[src/ceb_pkg.sv]
// Shared constants and types for the external bus cycle engine.
`default_nettype none

package ceb_pkg;

    // Bus widths and interrupt unit count
    localparam int ADDR_W = 16;
    localparam int DATA_W = 8;
    localparam int REFRESH_W = 7;
    localparam int IO_ADDR_W = 8;
    localparam int NUM_IRQ_UNITS = 2;

    // Values after reset
    localparam logic [ADDR_W-1:0] ADDR_RESET = 16'h0000;
    localparam logic [DATA_W-1:0] DATA_RESET = 8'h00;
    localparam logic [REFRESH_W-1:0] REFRESH_RESET = 7'h00;
    localparam logic [1:0] SOURCE_RESET = 2'h0;

    // Cycle counts
    localparam logic [1:0] INTA_AUTO_WAITS = 2'h2;
    localparam logic [REFRESH_W-1:0] REFRESH_STEP = 7'h01;
    localparam logic [1:0] WAIT_STEP = 2'h1;

    // Field positions
    localparam int REFRESH_BIT7_POS = 7;
    localparam int TIMER_UNIT_IDX = 0;
    localparam int SERIAL_UNIT_IDX = 1;

    // Kinds of bus cycle the core may ask for
    typedef enum logic [2:0] {
        KIND_FETCH = 3'h0,
        KIND_MEM_RD = 3'h1,
        KIND_MEM_WR = 3'h2,
        KIND_IO_RD = 3'h3,
        KIND_IO_WR = 3'h4,
        KIND_INT_ACK = 3'h5
    } ceb_kind_type;

    // T-state sequencer, one-hot
    typedef enum logic [6:0] {
        ST_IDLE = 7'h01,
        ST_T1 = 7'h02,
        ST_T2 = 7'h04,
        ST_TW = 7'h08,
        ST_T3 = 7'h10,
        ST_T4 = 7'h20,
        ST_HOLD = 7'h40
    } ceb_state_type;

endpackage

`default_nettype wire

[src/ceb_bus_cycles.sv]
// External bus master: T-state sequencer, strobes, refresh and bus hand-over.
`default_nettype none

module ceb_bus_cycles (
    input wire logic clk_in,
    input wire logic reset_n_in,
    input wire logic req_valid_in,
    output logic req_ready_out,
    input wire ceb_pkg::ceb_kind_type req_kind_in,
    input wire logic [ceb_pkg::ADDR_W-1:0] req_addr_in,
    input wire logic [ceb_pkg::DATA_W-1:0] req_wdata_in,
    input wire logic [ceb_pkg::DATA_W-1:0] refresh_high_in,
    input wire logic refresh_addr_bit7_ctl_in,
    output logic done_out,
    output logic [ceb_pkg::DATA_W-1:0] rdata_out,
    input wire logic wait_n_in,
    input wire logic bus_request_n_in,
    output logic bus_grant_n_out,
    input wire logic evaluator_float_in,
    output logic [ceb_pkg::ADDR_W-1:0] address_lines_out,
    output logic address_lines_oe_out,
    input wire logic [ceb_pkg::DATA_W-1:0] data_lines_in,
    output logic [ceb_pkg::DATA_W-1:0] data_lines_out,
    output logic data_lines_oe_out,
    output logic first_cycle_strobe_n_out,
    output logic first_cycle_strobe_oe_out,
    output logic memory_request_n_out,
    output logic io_request_n_out,
    output logic read_strobe_n_out,
    output logic write_strobe_n_out,
    output logic control_oe_out,
    output logic refresh_strobe_n_out,
    output logic refresh_strobe_oe_out,
    input wire logic counter_timer_irq_in,
    input wire logic serial_irq_in,
    input wire logic priority_sel_in,
    output logic int_pending_out,
    output logic [ceb_pkg::NUM_IRQ_UNITS-1:0] int_source_out
);
    import ceb_pkg::*;

    ////////////////////////////////////////////////////////////////////////
    // Declarations
    ceb_state_type state;
    ceb_state_type next_state;
    ceb_kind_type kind;
    logic [ADDR_W-1:0] addr;
    logic [DATA_W-1:0] wdata;
    logic [DATA_W-1:0] rdata;
    logic [REFRESH_W-1:0] refresh_count;
    logic [1:0] auto_waits;
    logic [NUM_IRQ_UNITS-1:0] served_source;
    logic grant_n;
    logic wait_n_sync;
    logic bus_request_n_sync;
    logic evaluator_float_sync;
    logic [NUM_IRQ_UNITS-1:0] unit_irq;
    logic [NUM_IRQ_UNITS-1:0] unit_grant;
    logic unit_any;

    ////////////////////////////////////////////////////////////////////////
    // Pin synchronisers; wait idles high, bus request idles high
    ceb_sync #(
        .WIDTH(2),
        .RESET_LEVEL(1'b1)
    ) u_sync_high (
        .clk_in(clk_in),
        .reset_n_in(reset_n_in),
        .async_in({wait_n_in, bus_request_n_in}),
        .sync_out({wait_n_sync, bus_request_n_sync})
    );

    // Float request idles low
    ceb_sync #(
        .WIDTH(1),
        .RESET_LEVEL(1'b0)
    ) u_sync_float (
        .clk_in(clk_in),
        .reset_n_in(reset_n_in),
        .async_in(evaluator_float_in),
        .sync_out(evaluator_float_sync)
    );

    ////////////////////////////////////////////////////////////////////////
    // Built-in interrupt source priority
    assign unit_irq[TIMER_UNIT_IDX] = counter_timer_irq_in;
    assign unit_irq[SERIAL_UNIT_IDX] = serial_irq_in;

    ceb_int_priority #(
        .NUM(NUM_IRQ_UNITS)
    ) u_priority (
        .irq_in(unit_irq),
        .reverse_order_in(priority_sel_in),
        .grant_out(unit_grant),
        .any_out(unit_any)
    );

    assign int_pending_out = unit_any;
    assign int_source_out = served_source;

    ////////////////////////////////////////////////////////////////////////
    // State and kind decode
    wire in_idle = (state == ST_IDLE);
    wire in_t1 = (state == ST_T1);
    wire in_t2 = (state == ST_T2);
    wire in_tw = (state == ST_TW);
    wire in_t3 = (state == ST_T3);
    wire in_t4 = (state == ST_T4);
    wire in_hold = (state == ST_HOLD);
    wire is_fetch = (kind == KIND_FETCH);
    wire is_int_ack = (kind == KIND_INT_ACK);
    wire is_mem = is_fetch | (kind == KIND_MEM_RD) | (kind == KIND_MEM_WR);
    wire is_io = (kind == KIND_IO_RD) | (kind == KIND_IO_WR);
    wire is_read = is_fetch | (kind == KIND_MEM_RD) | (kind == KIND_IO_RD);
    wire is_write = (kind == KIND_MEM_WR) | (kind == KIND_IO_WR);
    wire in_access = in_t1 | in_t2 | in_tw;
    wire in_refresh = is_fetch & (in_t3 | in_t4);
    wire auto_wait_left = is_int_ack & (auto_waits != INTA_AUTO_WAITS);

    // Strobe phase ends when wait is released and auto waits are spent
    wire access_last = (in_t2 | in_tw) & wait_n_sync & ~auto_wait_left;

    // Machine cycle end: T4 after a fetch, T3 otherwise
    wire cycle_end = in_t4 | (in_t3 & ~is_fetch);
    wire bus_wanted = ~bus_request_n_sync;
    wire can_start = (in_idle | cycle_end) & ~bus_wanted;
    wire take = req_valid_in & can_start;

    assign req_ready_out = can_start;
    assign done_out = cycle_end;
    assign rdata_out = rdata;

    ////////////////////////////////////////////////////////////////////////
    // Next state
    always_comb begin
        next_state = state;
        case (state)
            ST_IDLE: begin
                if (bus_wanted) begin
                    next_state = ST_HOLD;
                end else if (req_valid_in) begin
                    next_state = ST_T1;
                end
            end
            ST_T1: begin
                next_state = ST_T2;
            end
            ST_T2, ST_TW: begin
                if (access_last) begin
                    next_state = ST_T3;
                end else begin
                    next_state = ST_TW;
                end
            end
            ST_T3: begin
                if (is_fetch) begin
                    next_state = ST_T4;
                end else if (bus_wanted) begin
                    next_state = ST_HOLD;
                end else if (req_valid_in) begin
                    next_state = ST_T1;
                end else begin
                    next_state = ST_IDLE;
                end
            end
            ST_T4: begin
                if (bus_wanted) begin
                    next_state = ST_HOLD;
                end else if (req_valid_in) begin
                    next_state = ST_T1;
                end else begin
                    next_state = ST_IDLE;
                end
            end
            ST_HOLD: begin
                // Leave only once grant is back high, so no overlap of drivers
                if (~bus_wanted & grant_n) begin
                    next_state = ST_IDLE;
                end
            end
            default: begin
                next_state = ST_IDLE;
            end
        endcase
    end

    // Sequencer register
    always_ff @(posedge clk_in or negedge reset_n_in) begin
        if (!reset_n_in) begin
            state <= ST_IDLE;
        end else begin
            state <= next_state;
        end
    end

    ////////////////////////////////////////////////////////////////////////
    // Request latch; a second opcode byte is just another fetch request
    always_ff @(posedge clk_in or negedge reset_n_in) begin
        if (!reset_n_in) begin
            kind <= KIND_FETCH;
            addr <= ADDR_RESET;
            wdata <= DATA_RESET;
        end else if (take) begin
            kind <= req_kind_in;
            addr <= req_addr_in;
            wdata <= req_wdata_in;
        end
    end

    // Auto wait counter for interrupt acknowledge
    always_ff @(posedge clk_in or negedge reset_n_in) begin
        if (!reset_n_in) begin
            auto_waits <= 2'h0;
        end else if (in_t1) begin
            auto_waits <= 2'h0;
        end else if (in_tw & auto_wait_left) begin
            auto_waits <= auto_waits + WAIT_STEP;
        end
    end

    // Data lines are answered to our own strobes, so same-clock sampling
    always_ff @(posedge clk_in or negedge reset_n_in) begin
        if (!reset_n_in) begin
            rdata <= DATA_RESET;
        end else if (access_last & (is_read | is_int_ack)) begin
            rdata <= data_lines_in;
        end
    end

    // Refresh counter steps once per refresh slot
    always_ff @(posedge clk_in or negedge reset_n_in) begin
        if (!reset_n_in) begin
            refresh_count <= REFRESH_RESET;
        end else if (in_t4 & is_fetch) begin
            refresh_count <= refresh_count + REFRESH_STEP;
        end
    end

    // Source served by the last acknowledge, latched at its start
    always_ff @(posedge clk_in or negedge reset_n_in) begin
        if (!reset_n_in) begin
            served_source <= SOURCE_RESET;
        end else if (take & (req_kind_in == KIND_INT_ACK)) begin
            served_source <= unit_grant;
        end
    end

    // Grant register lags the float by one edge
    always_ff @(posedge clk_in or negedge reset_n_in) begin
        if (!reset_n_in) begin
            grant_n <= 1'b1;
        end else begin
            grant_n <= ~(in_hold & bus_wanted);
        end
    end

    assign bus_grant_n_out = grant_n;

    ////////////////////////////////////////////////////////////////////////
    // Address and data pins
    wire [ADDR_W-1:0] refresh_addr = {refresh_high_in, refresh_addr_bit7_ctl_in,
                                      refresh_count};
    assign address_lines_out = in_refresh ? refresh_addr : addr;
    assign address_lines_oe_out = ~in_hold;
    assign data_lines_out = wdata;
    assign data_lines_oe_out = is_write & (in_access | in_t3) & ~in_hold;

    ////////////////////////////////////////////////////////////////////////
    // Strobes; decoded from one-hot flops, where each state change clears one bit and sets one
    wire memory_request_n_access = is_mem & in_access;
    wire memory_request_n_refresh = is_fetch & in_t4;
    wire io_request_n_io = is_io & (in_t2 | in_tw);
    wire io_request_n_ack = is_int_ack & in_tw;
    wire m1_low = (is_fetch | is_int_ack) & in_access;
    wire rd_low = is_read & in_access;
    wire wr_low = is_write & (in_t2 | in_tw);

    assign memory_request_n_out = ~(memory_request_n_access | memory_request_n_refresh);
    assign io_request_n_out = ~(io_request_n_io | io_request_n_ack);
    assign read_strobe_n_out = ~rd_low;
    assign write_strobe_n_out = ~wr_low;
    assign control_oe_out = ~in_hold;
    assign first_cycle_strobe_n_out = ~m1_low;
    assign first_cycle_strobe_oe_out = ~evaluator_float_sync;
    assign refresh_strobe_n_out = ~in_refresh;
    assign refresh_strobe_oe_out = ~evaluator_float_sync;
endmodule

`default_nettype wire

[src/ceb_int_priority.sv]
// Selectable-order priority pick among built-in interrupt sources.
`default_nettype none

module ceb_int_priority #(
    parameter int NUM = 2
) (
    input wire logic [NUM-1:0] irq_in,
    input wire logic reverse_order_in,
    output logic [NUM-1:0] grant_out,
    output logic any_out
);
    logic [NUM-1:0] ordered;
    logic [NUM:0] blocked;
    logic [NUM-1:0] pick;

    // Elaboration refuses a single unit; an order flip needs two
    if (NUM < 2) begin : g_bad_num
        $error("ceb_int_priority: NUM must be at least 2");
    end

    assign blocked[0] = 1'b0;
    assign any_out = |irq_in;

    // Order is flipped by software, so either unit can win a tie
    genvar i;
    generate
        for (i = 0; i < NUM; i++) begin : g_chan
            assign ordered[i] = reverse_order_in ? irq_in[NUM-1-i] : irq_in[i];
            assign pick[i] = ordered[i] & ~blocked[i];
            assign blocked[i+1] = blocked[i] | ordered[i];
            assign grant_out[i] = reverse_order_in ? pick[NUM-1-i] : pick[i];
        end
    endgenerate
endmodule

`default_nettype wire

[src/ceb_sync.sv]
// Two-flop synchroniser for asynchronous control pins.
`default_nettype none

module ceb_sync #(
    parameter int WIDTH = 1,
    parameter logic RESET_LEVEL = 1'b1
) (
    input wire logic clk_in,
    input wire logic reset_n_in,
    input wire logic [WIDTH-1:0] async_in,
    output logic [WIDTH-1:0] sync_out
);
    logic [WIDTH-1:0] stage_one;

    // Elaboration refuses an empty synchroniser
    if (WIDTH < 1) begin : g_bad_width
        $error("ceb_sync: WIDTH must be at least 1");
    end

    // First stage feeds only the second stage
    always_ff @(posedge clk_in or negedge reset_n_in) begin
        if (!reset_n_in) begin
            stage_one <= {WIDTH{RESET_LEVEL}};
            sync_out <= {WIDTH{RESET_LEVEL}};
        end else begin
            stage_one <= async_in;
            sync_out <= stage_one;
        end
    end
endmodule

`default_nettype wire
[config.mk]
export PLATFORM = sky130hd
export DESIGN_NAME = ceb_bus_cycles
export DESIGN_NICKNAME = d
export VERILOG_FILES = /design/src/ceb_pkg.sv /design/src/ceb_bus_cycles.sv /design/src/ceb_int_priority.sv /design/src/ceb_sync.sv
export SDC_FILE = /design/constraint.sdc
export NUM_CORES = 1
export LEC_CHECK = 0
export BUFFER_PORTS_ARGS = -buffer_cell sky130_fd_sc_hd__buf_4
export CORE_MARGIN = 5
export CORE_UTILIZATION = 52
export CTS_CLUSTER_SIZE = 28
export DETAILED_ROUTE_END_ITERATION = 12
export MAX_ROUTING_LAYER = met4
export PLACE_DENSITY = 0.83
export SLEW_MARGIN = 20
export SYNTH_ARGS = -nofsm -noshare
export SYNTH_HDL_FRONTEND = slang
export SYNTH_SLANG_ARGS = --single-unit
[constraint.sdc]
create_clock -name clk_in -period 5.1 [get_ports clk_in]
set_input_delay 0.51 -clock clk_in [delete_from_list [all_inputs] [get_ports clk_in]]
set_output_delay 0.51 -clock clk_in [all_outputs]
set_load 0.03 [all_outputs]
Yosys cells after proc, flatten, opt, wreduce, memory -nomap -nowiden:

Cells that the tools add are included.

* input port bits: 53
* flip-flop bits (word level): 60
* output and inout port bits: 49
* word-level logic and storage cells: 102

* $add $sub $neg: 2
* equal/unequal tests: 16
* bitwise operators: 51
* mux-type cells: 15
* reduce and logical (&&, ||, !) cells: 5

Operators with widths (number)
* 7-bit case mux with 6 select lines: 1
* 7-bit 2-to-1 mux: 5
* 1-bit AND: 22
* 16-bit 2-to-1 mux: 1
* 1-bit OR: 16
* 1-bit inverter: 13
* 3-bit equality test (second input constant): 3
* 7-bit by 1-bit adder with 7-bit output (second input constant): 1
* 7-bit by 1-bit equality test with 1-bit output (second input constant): 1
* 7-bit by 2-bit equality test with 1-bit output (second input constant): 1
* 7-bit by 3-bit equality test with 1-bit output (second input constant): 1
* 7-bit by 4-bit equality test with 1-bit output (second input constant): 1
* 7-bit by 5-bit equality test with 1-bit output (second input constant): 1
* 7-bit by 6-bit equality test with 1-bit output (second input constant): 1
* 7-bit equality test (second input constant): 1
* 3-bit by 2-bit equality test with 1-bit output (second input constant): 2
* 2-bit 2-to-1 mux: 3
* 5-bit 2-to-1 mux: 1
* 1-bit 2-to-1 mux: 4
* 2-bit OR reduction: 2
* 3-bit by 1-bit equality test with 1-bit output (second input constant): 1
* 3-bit logical NOT: 1
* 3-bit inequality test (second input constant): 1
* 2-bit by 1-bit adder with 2-bit output (second input constant): 1
* other kinds (4): 4

Longest topological paths before layout:

* depth after elaboration: 8
* depth in mapped cells: 6
* depth with buffers taken out: 6

Hierarchy:

Synthesis repeated with hierarchy kept, for this count alone.

* cell total of the unflattened synthesis: 215
* area, all modules: 2926.6 sq um

By module, submodules not included
* ceb_bus_cycles: instances 1, area an instance 2746.4 sq um, cells an instance 205, seq. area each 1353.8 sq um
* ceb_sync at u_sync_high: instances 1, area an instance 105.1 sq um, cells an instance 4, seq. area each 105.1 sq um
* ceb_sync at u_sync_float: instances 1, area an instance 50.0 sq um, cells an instance 2, seq. area each 50.0 sq um
* ceb_int_priority: instances 1, area an instance 25.0 sq um, cells an instance 4, seq. area each 0.0 sq um

Worst setup path after synthesis:

OpenSTA, ideal clock, no wires.

* path type: reg-to-output
* start: reg state[0]
* end: out address_lines_out[10] in the netlist's numbering
* stages on the path, launching flop included: 6
* arrival time: 2.212 ns
* buffers on the path: 2
* required time: 4.590 ns
* setup slack: 2.378 ns
* path through: dfstp_2 -> clkbuf_1 -> nor2_1 -> nand4_1 -> clkbuf_1 -> mux2_2

* word-level cells in the longest chain between the ends: 4
* elaborated cells between the ends (all ways): 5
* those cells by class: eq/ne (2); mux (1); bitwise (2)

RTL lines
* start, declared: RTL line ceb_bus_cycles.sv:44 `ceb_state_type state;`
* start signal, assigned: RTL line ceb_bus_cycles.sv:192 `state <= next_state;`
* 7-bit by 5-bit equality test with 1-bit output / 7-bit by 6-bit equality test with 1-bit output (equally long branches): RTL line ceb_bus_cycles.sv:107, ceb_bus_cycles.sv:108
* 1-bit OR *: RTL line ceb_bus_cycles.sv:117 `wire in_refresh = is_fetch & (in_t3 | in_t4);`
* 1-bit AND *: RTL line ceb_bus_cycles.sv:117
* 16-bit 2-to-1 mux *: RTL line ceb_bus_cycles.sv:263 `assign address_lines_out = in_refresh ? refresh_addr : addr;`
* end, declared: RTL line ceb_bus_cycles.sv:20 `output logic [ceb_pkg::ADDR_W-1:0] address_lines_out,`

Mark *: on every way between the ends. The rest lies on a longest branch, timed or not.

Worst setup path after layout:

* start: reg state[5]
* end: out address_lines_out[9] in the netlist's numbering

The elaborated chain is that of the path after synthesis.

==> flow_summary.json <==
{
  "antenna_found_initial": 0,
  "fin_crit_sh_pct": 62.3,
  "grt_max_degree": 61,
  "dp.cells": 392,
  "totalNegativeSetupSlack_ns": 0,
  "synth_top_family_by_area": "multiplexers",
  "skew_ns": 0.00769,
  "p_leak_nw": 1.83,
  "layout_common_cells": "buf_4 (102), dfrtp_1 (54), mux2_2 (49), clkbuf_8 (11), inv_1 (10)",
  "drive_above_1_share_pct": 53.0,
  "cts.clk_slew.worst_paths_ns": 0.07,
  "max_slew_margin_pct": 40.8,
  "drtIter0Drc": 75,
  "synthToLayoutAreaGrowth_pct": 33.6,
  "vias_per_cell": 5.28,
  "ys_seq_elements": 60,
  "cts_tree": "done",
  "hold_viol_final": 0,
  "busiest_layer": "met2",
  "clock_tree.buffer_depth": 2,
  "use_met3_pct": 4.42,
  "ctsHoldBuffers": 0,
  "fin_util_pct": 70.6,
  "ir_drop_uv": 332,
  "powerDensity_nw_per_um2": 563,
  "use_met1_pct": 23.9,
  "required_ns": 4.59,
  "stdcell_count": 408,
  "drc": 0,
  "synth_compound_area_share_pct": 6.01,
  "die-area_um2": 7160,
  "fmax_ghz": 0.315,
  "grt-ovfl-total": 0,
  "status": "finished, final reports clean",
  "cts_made_buffers": 9,
  "n_antenna_cell": 0,
  "fill_cells": 429,
  "final_common_cell": "buf_4",
  "syn-instance-count": 232,
  "port_buffers": 101,
  "synth_ff_type": "dfrtp_1",
  "yosysTopAreaCellShare_pct": 46.7,
  "place_hpwl_um": 4890,
  "rsz0062_at_grt": "no",
  "dr.pass1.iters": 4,
  "synth_xor_area_share_pct": 3.33,
  "wl_per_cell_um": 15.9,
  "core-area_um2": 5470,
  "tightest_slew_ns": 0.880,
  "synthDistinctLibCells": 48,
  "wirelength_um": 6490,
  "detail-route-antenna-nets": 0,
  "whs_ns": 0.247,
  "syn_area_um2": 2890,
  "synthTopCellsByArea": "dfrtp_1 (47%), mux2_2 (19%), dfstp_2 (5.4%)",
  "vias": 2154,
  "async_flop_share_pct": 100,
  "hold_class": "in2async",
  "rows": 27,
  "syn_nets": 287,
  "nNetsFinal": 386,
  "synthMuxAreaShare_pct": 21.0,
  "cts_resized": 0,
  "crit_fanout": 17,
  "initial_core_util_pct": 52.9,
  "htree_num_levels": 3,
  "grt_pass1_wl_um": 11000,
  "critPathLaunchType": "flip-flop",
  "cts.sinks": 60,
  "synth_fa_ha_area_share_pct": 1.21,
  "track_usage_pct": 19.8,
  "period_minus_slack_ns": 3.18,
  "gp_congestion": 0.898,
  "cts_root_buffer": "clkbuf_8",
  "p_total_w": 0.00218,
  "synth_top_area_cell": "dfrtp_1",
  "met2_usage_pct": 31.9,
  "cts_setup_buffers": 0,
  "worstSkewPairLatency_ns": 0.33,
  "maxCapViolCount": 0,
  "crit_type": "reg2out",
  "ios": 102,
  "setup_viol": 0,
  "synth_edf_count": 0,
  "ys_seq_area_share_pct": 52.1,
  "synth.avg_cell_area_um2": 12.5,
  "maxSlewViolCount": 0,
  "grt_pass1_vias": 2278,
  "die_x_um": 84.6,
  "crit_path_end_kind": "output pin",
  "ys.warnings.count": 0,
  "die_h_um": 84.6,
  "synth-simple-area-share_pct": 12.3,
  "cp_data_arrival_time_ns": 2.67
}
kinds of logic (layout without fill, tap and decap cells):
group / count (synthesis) / after routing
compound gates: 24 / 24
xor+xnor: 11 / 11
fa+ha+maj: 3 / 3
buf+inv: 24 / 128
flops: 60 / 60
mux: 54 / 54
simple gates: 56 / 56
final cells by class:
type	count	area (um2)	share of cell area, %
sequential	60	1510	39.0
multi-input combinational	148	1270	32.8
timing repair buffer	102	766	19.8
clock buffer	15	166	4.30
tap	72	90.1	2.33
inverter	10	37.5	0.971
clock inverter	1	30.0	0.777
flip-flops by register name, indices dropped and copies added, names as in the netlist:
| signal | count |
|---|---|
| addr | 16 |
| auto_waits | 2 |
| bus_grant_n_out | 1 |
| data_lines_out | 8 |
| int_source_out | 2 |
| kind | 3 |
| rdata_out | 8 |
| refresh_count | 7 |
| state | 7 |
| u_sync_float.stage_one | 1 |
| u_sync_float.sync_out | 1 |
| u_sync_high.stage_one | 2 |
| u_sync_high.sync_out | 2 |
path summary, 6_finish.rpt:
kind	slack [ns]	endpoint	from	cells after the start
worst max-delay path	1.92	address_lines_out[9]	state[5]	4
worst min-delay path	0.25	rdata_out[5]	reset_n_in	1
worst max register to register	2.75	data_lines_out[2]	state[5]	5
worst min register to register	0.35	u_sync_high.sync_out[0]	u_sync_high.stage_one[0]	0
max in group asynchronous	4.37	addr[13]	reset_n_in	1
min in group clk_in	0.29	u_sync_float.stage_one	evaluator_float_in	1
stage by stage:
stage | worst slack [ns] | area [um2]
final | 1.92 | 3870
after detailed placement | 2.24 | 3670
after global placement | 2.31 | 3670
after CTS | 1.87 | 3870
after floorplan | 2.38 | 2890
after global routing | 1.69 | 3870
power breakdown:
part | internal (W) | switching, W | total [W]
Clock | 0.000254 | 0.000170 | 0.000424
Sequential | 0.000639 | 0.000129 | 0.000768
Combinational | 0.000443 | 0.000541 | 0.000984
Total | 0.00134 | 0.000840 | 0.00218
synthesized netlist by cell type (all sizes together) (2+ instances only):
cell and number:
nor3b 3, or2 2, nand2 9, mux2 53, a211oi 3, o21ai 8, xor2 4, inv 10
a21oi 5, nand4 6, nor3 4, or3 2, nand3 7, nor2 7, o22ai 2, clkbuf 7
dfstp 6, dfrtp 54, nand2b 3, ha 2, nor4 4, buf 7, xnor2 7
metal layers:
| layer | vias up | part of all wire (%) |
|---|---|---|
| met5 | - | 0 |
| met3 | 13 | 4.5 |
| met1 | 1056 | 41 |
| met2 | 62 | 52 |
| met4 | 0 | 2.2 |
| li1 | 1023 | - |
critical path, stage by stage (launching register included):
cell     delay [ns]
dfrtp_1        0.58
xor2_1         0.30
nand4_1        0.74
mux2_2         0.56
buf_4          0.17
(Power assumes the default switching activity.)
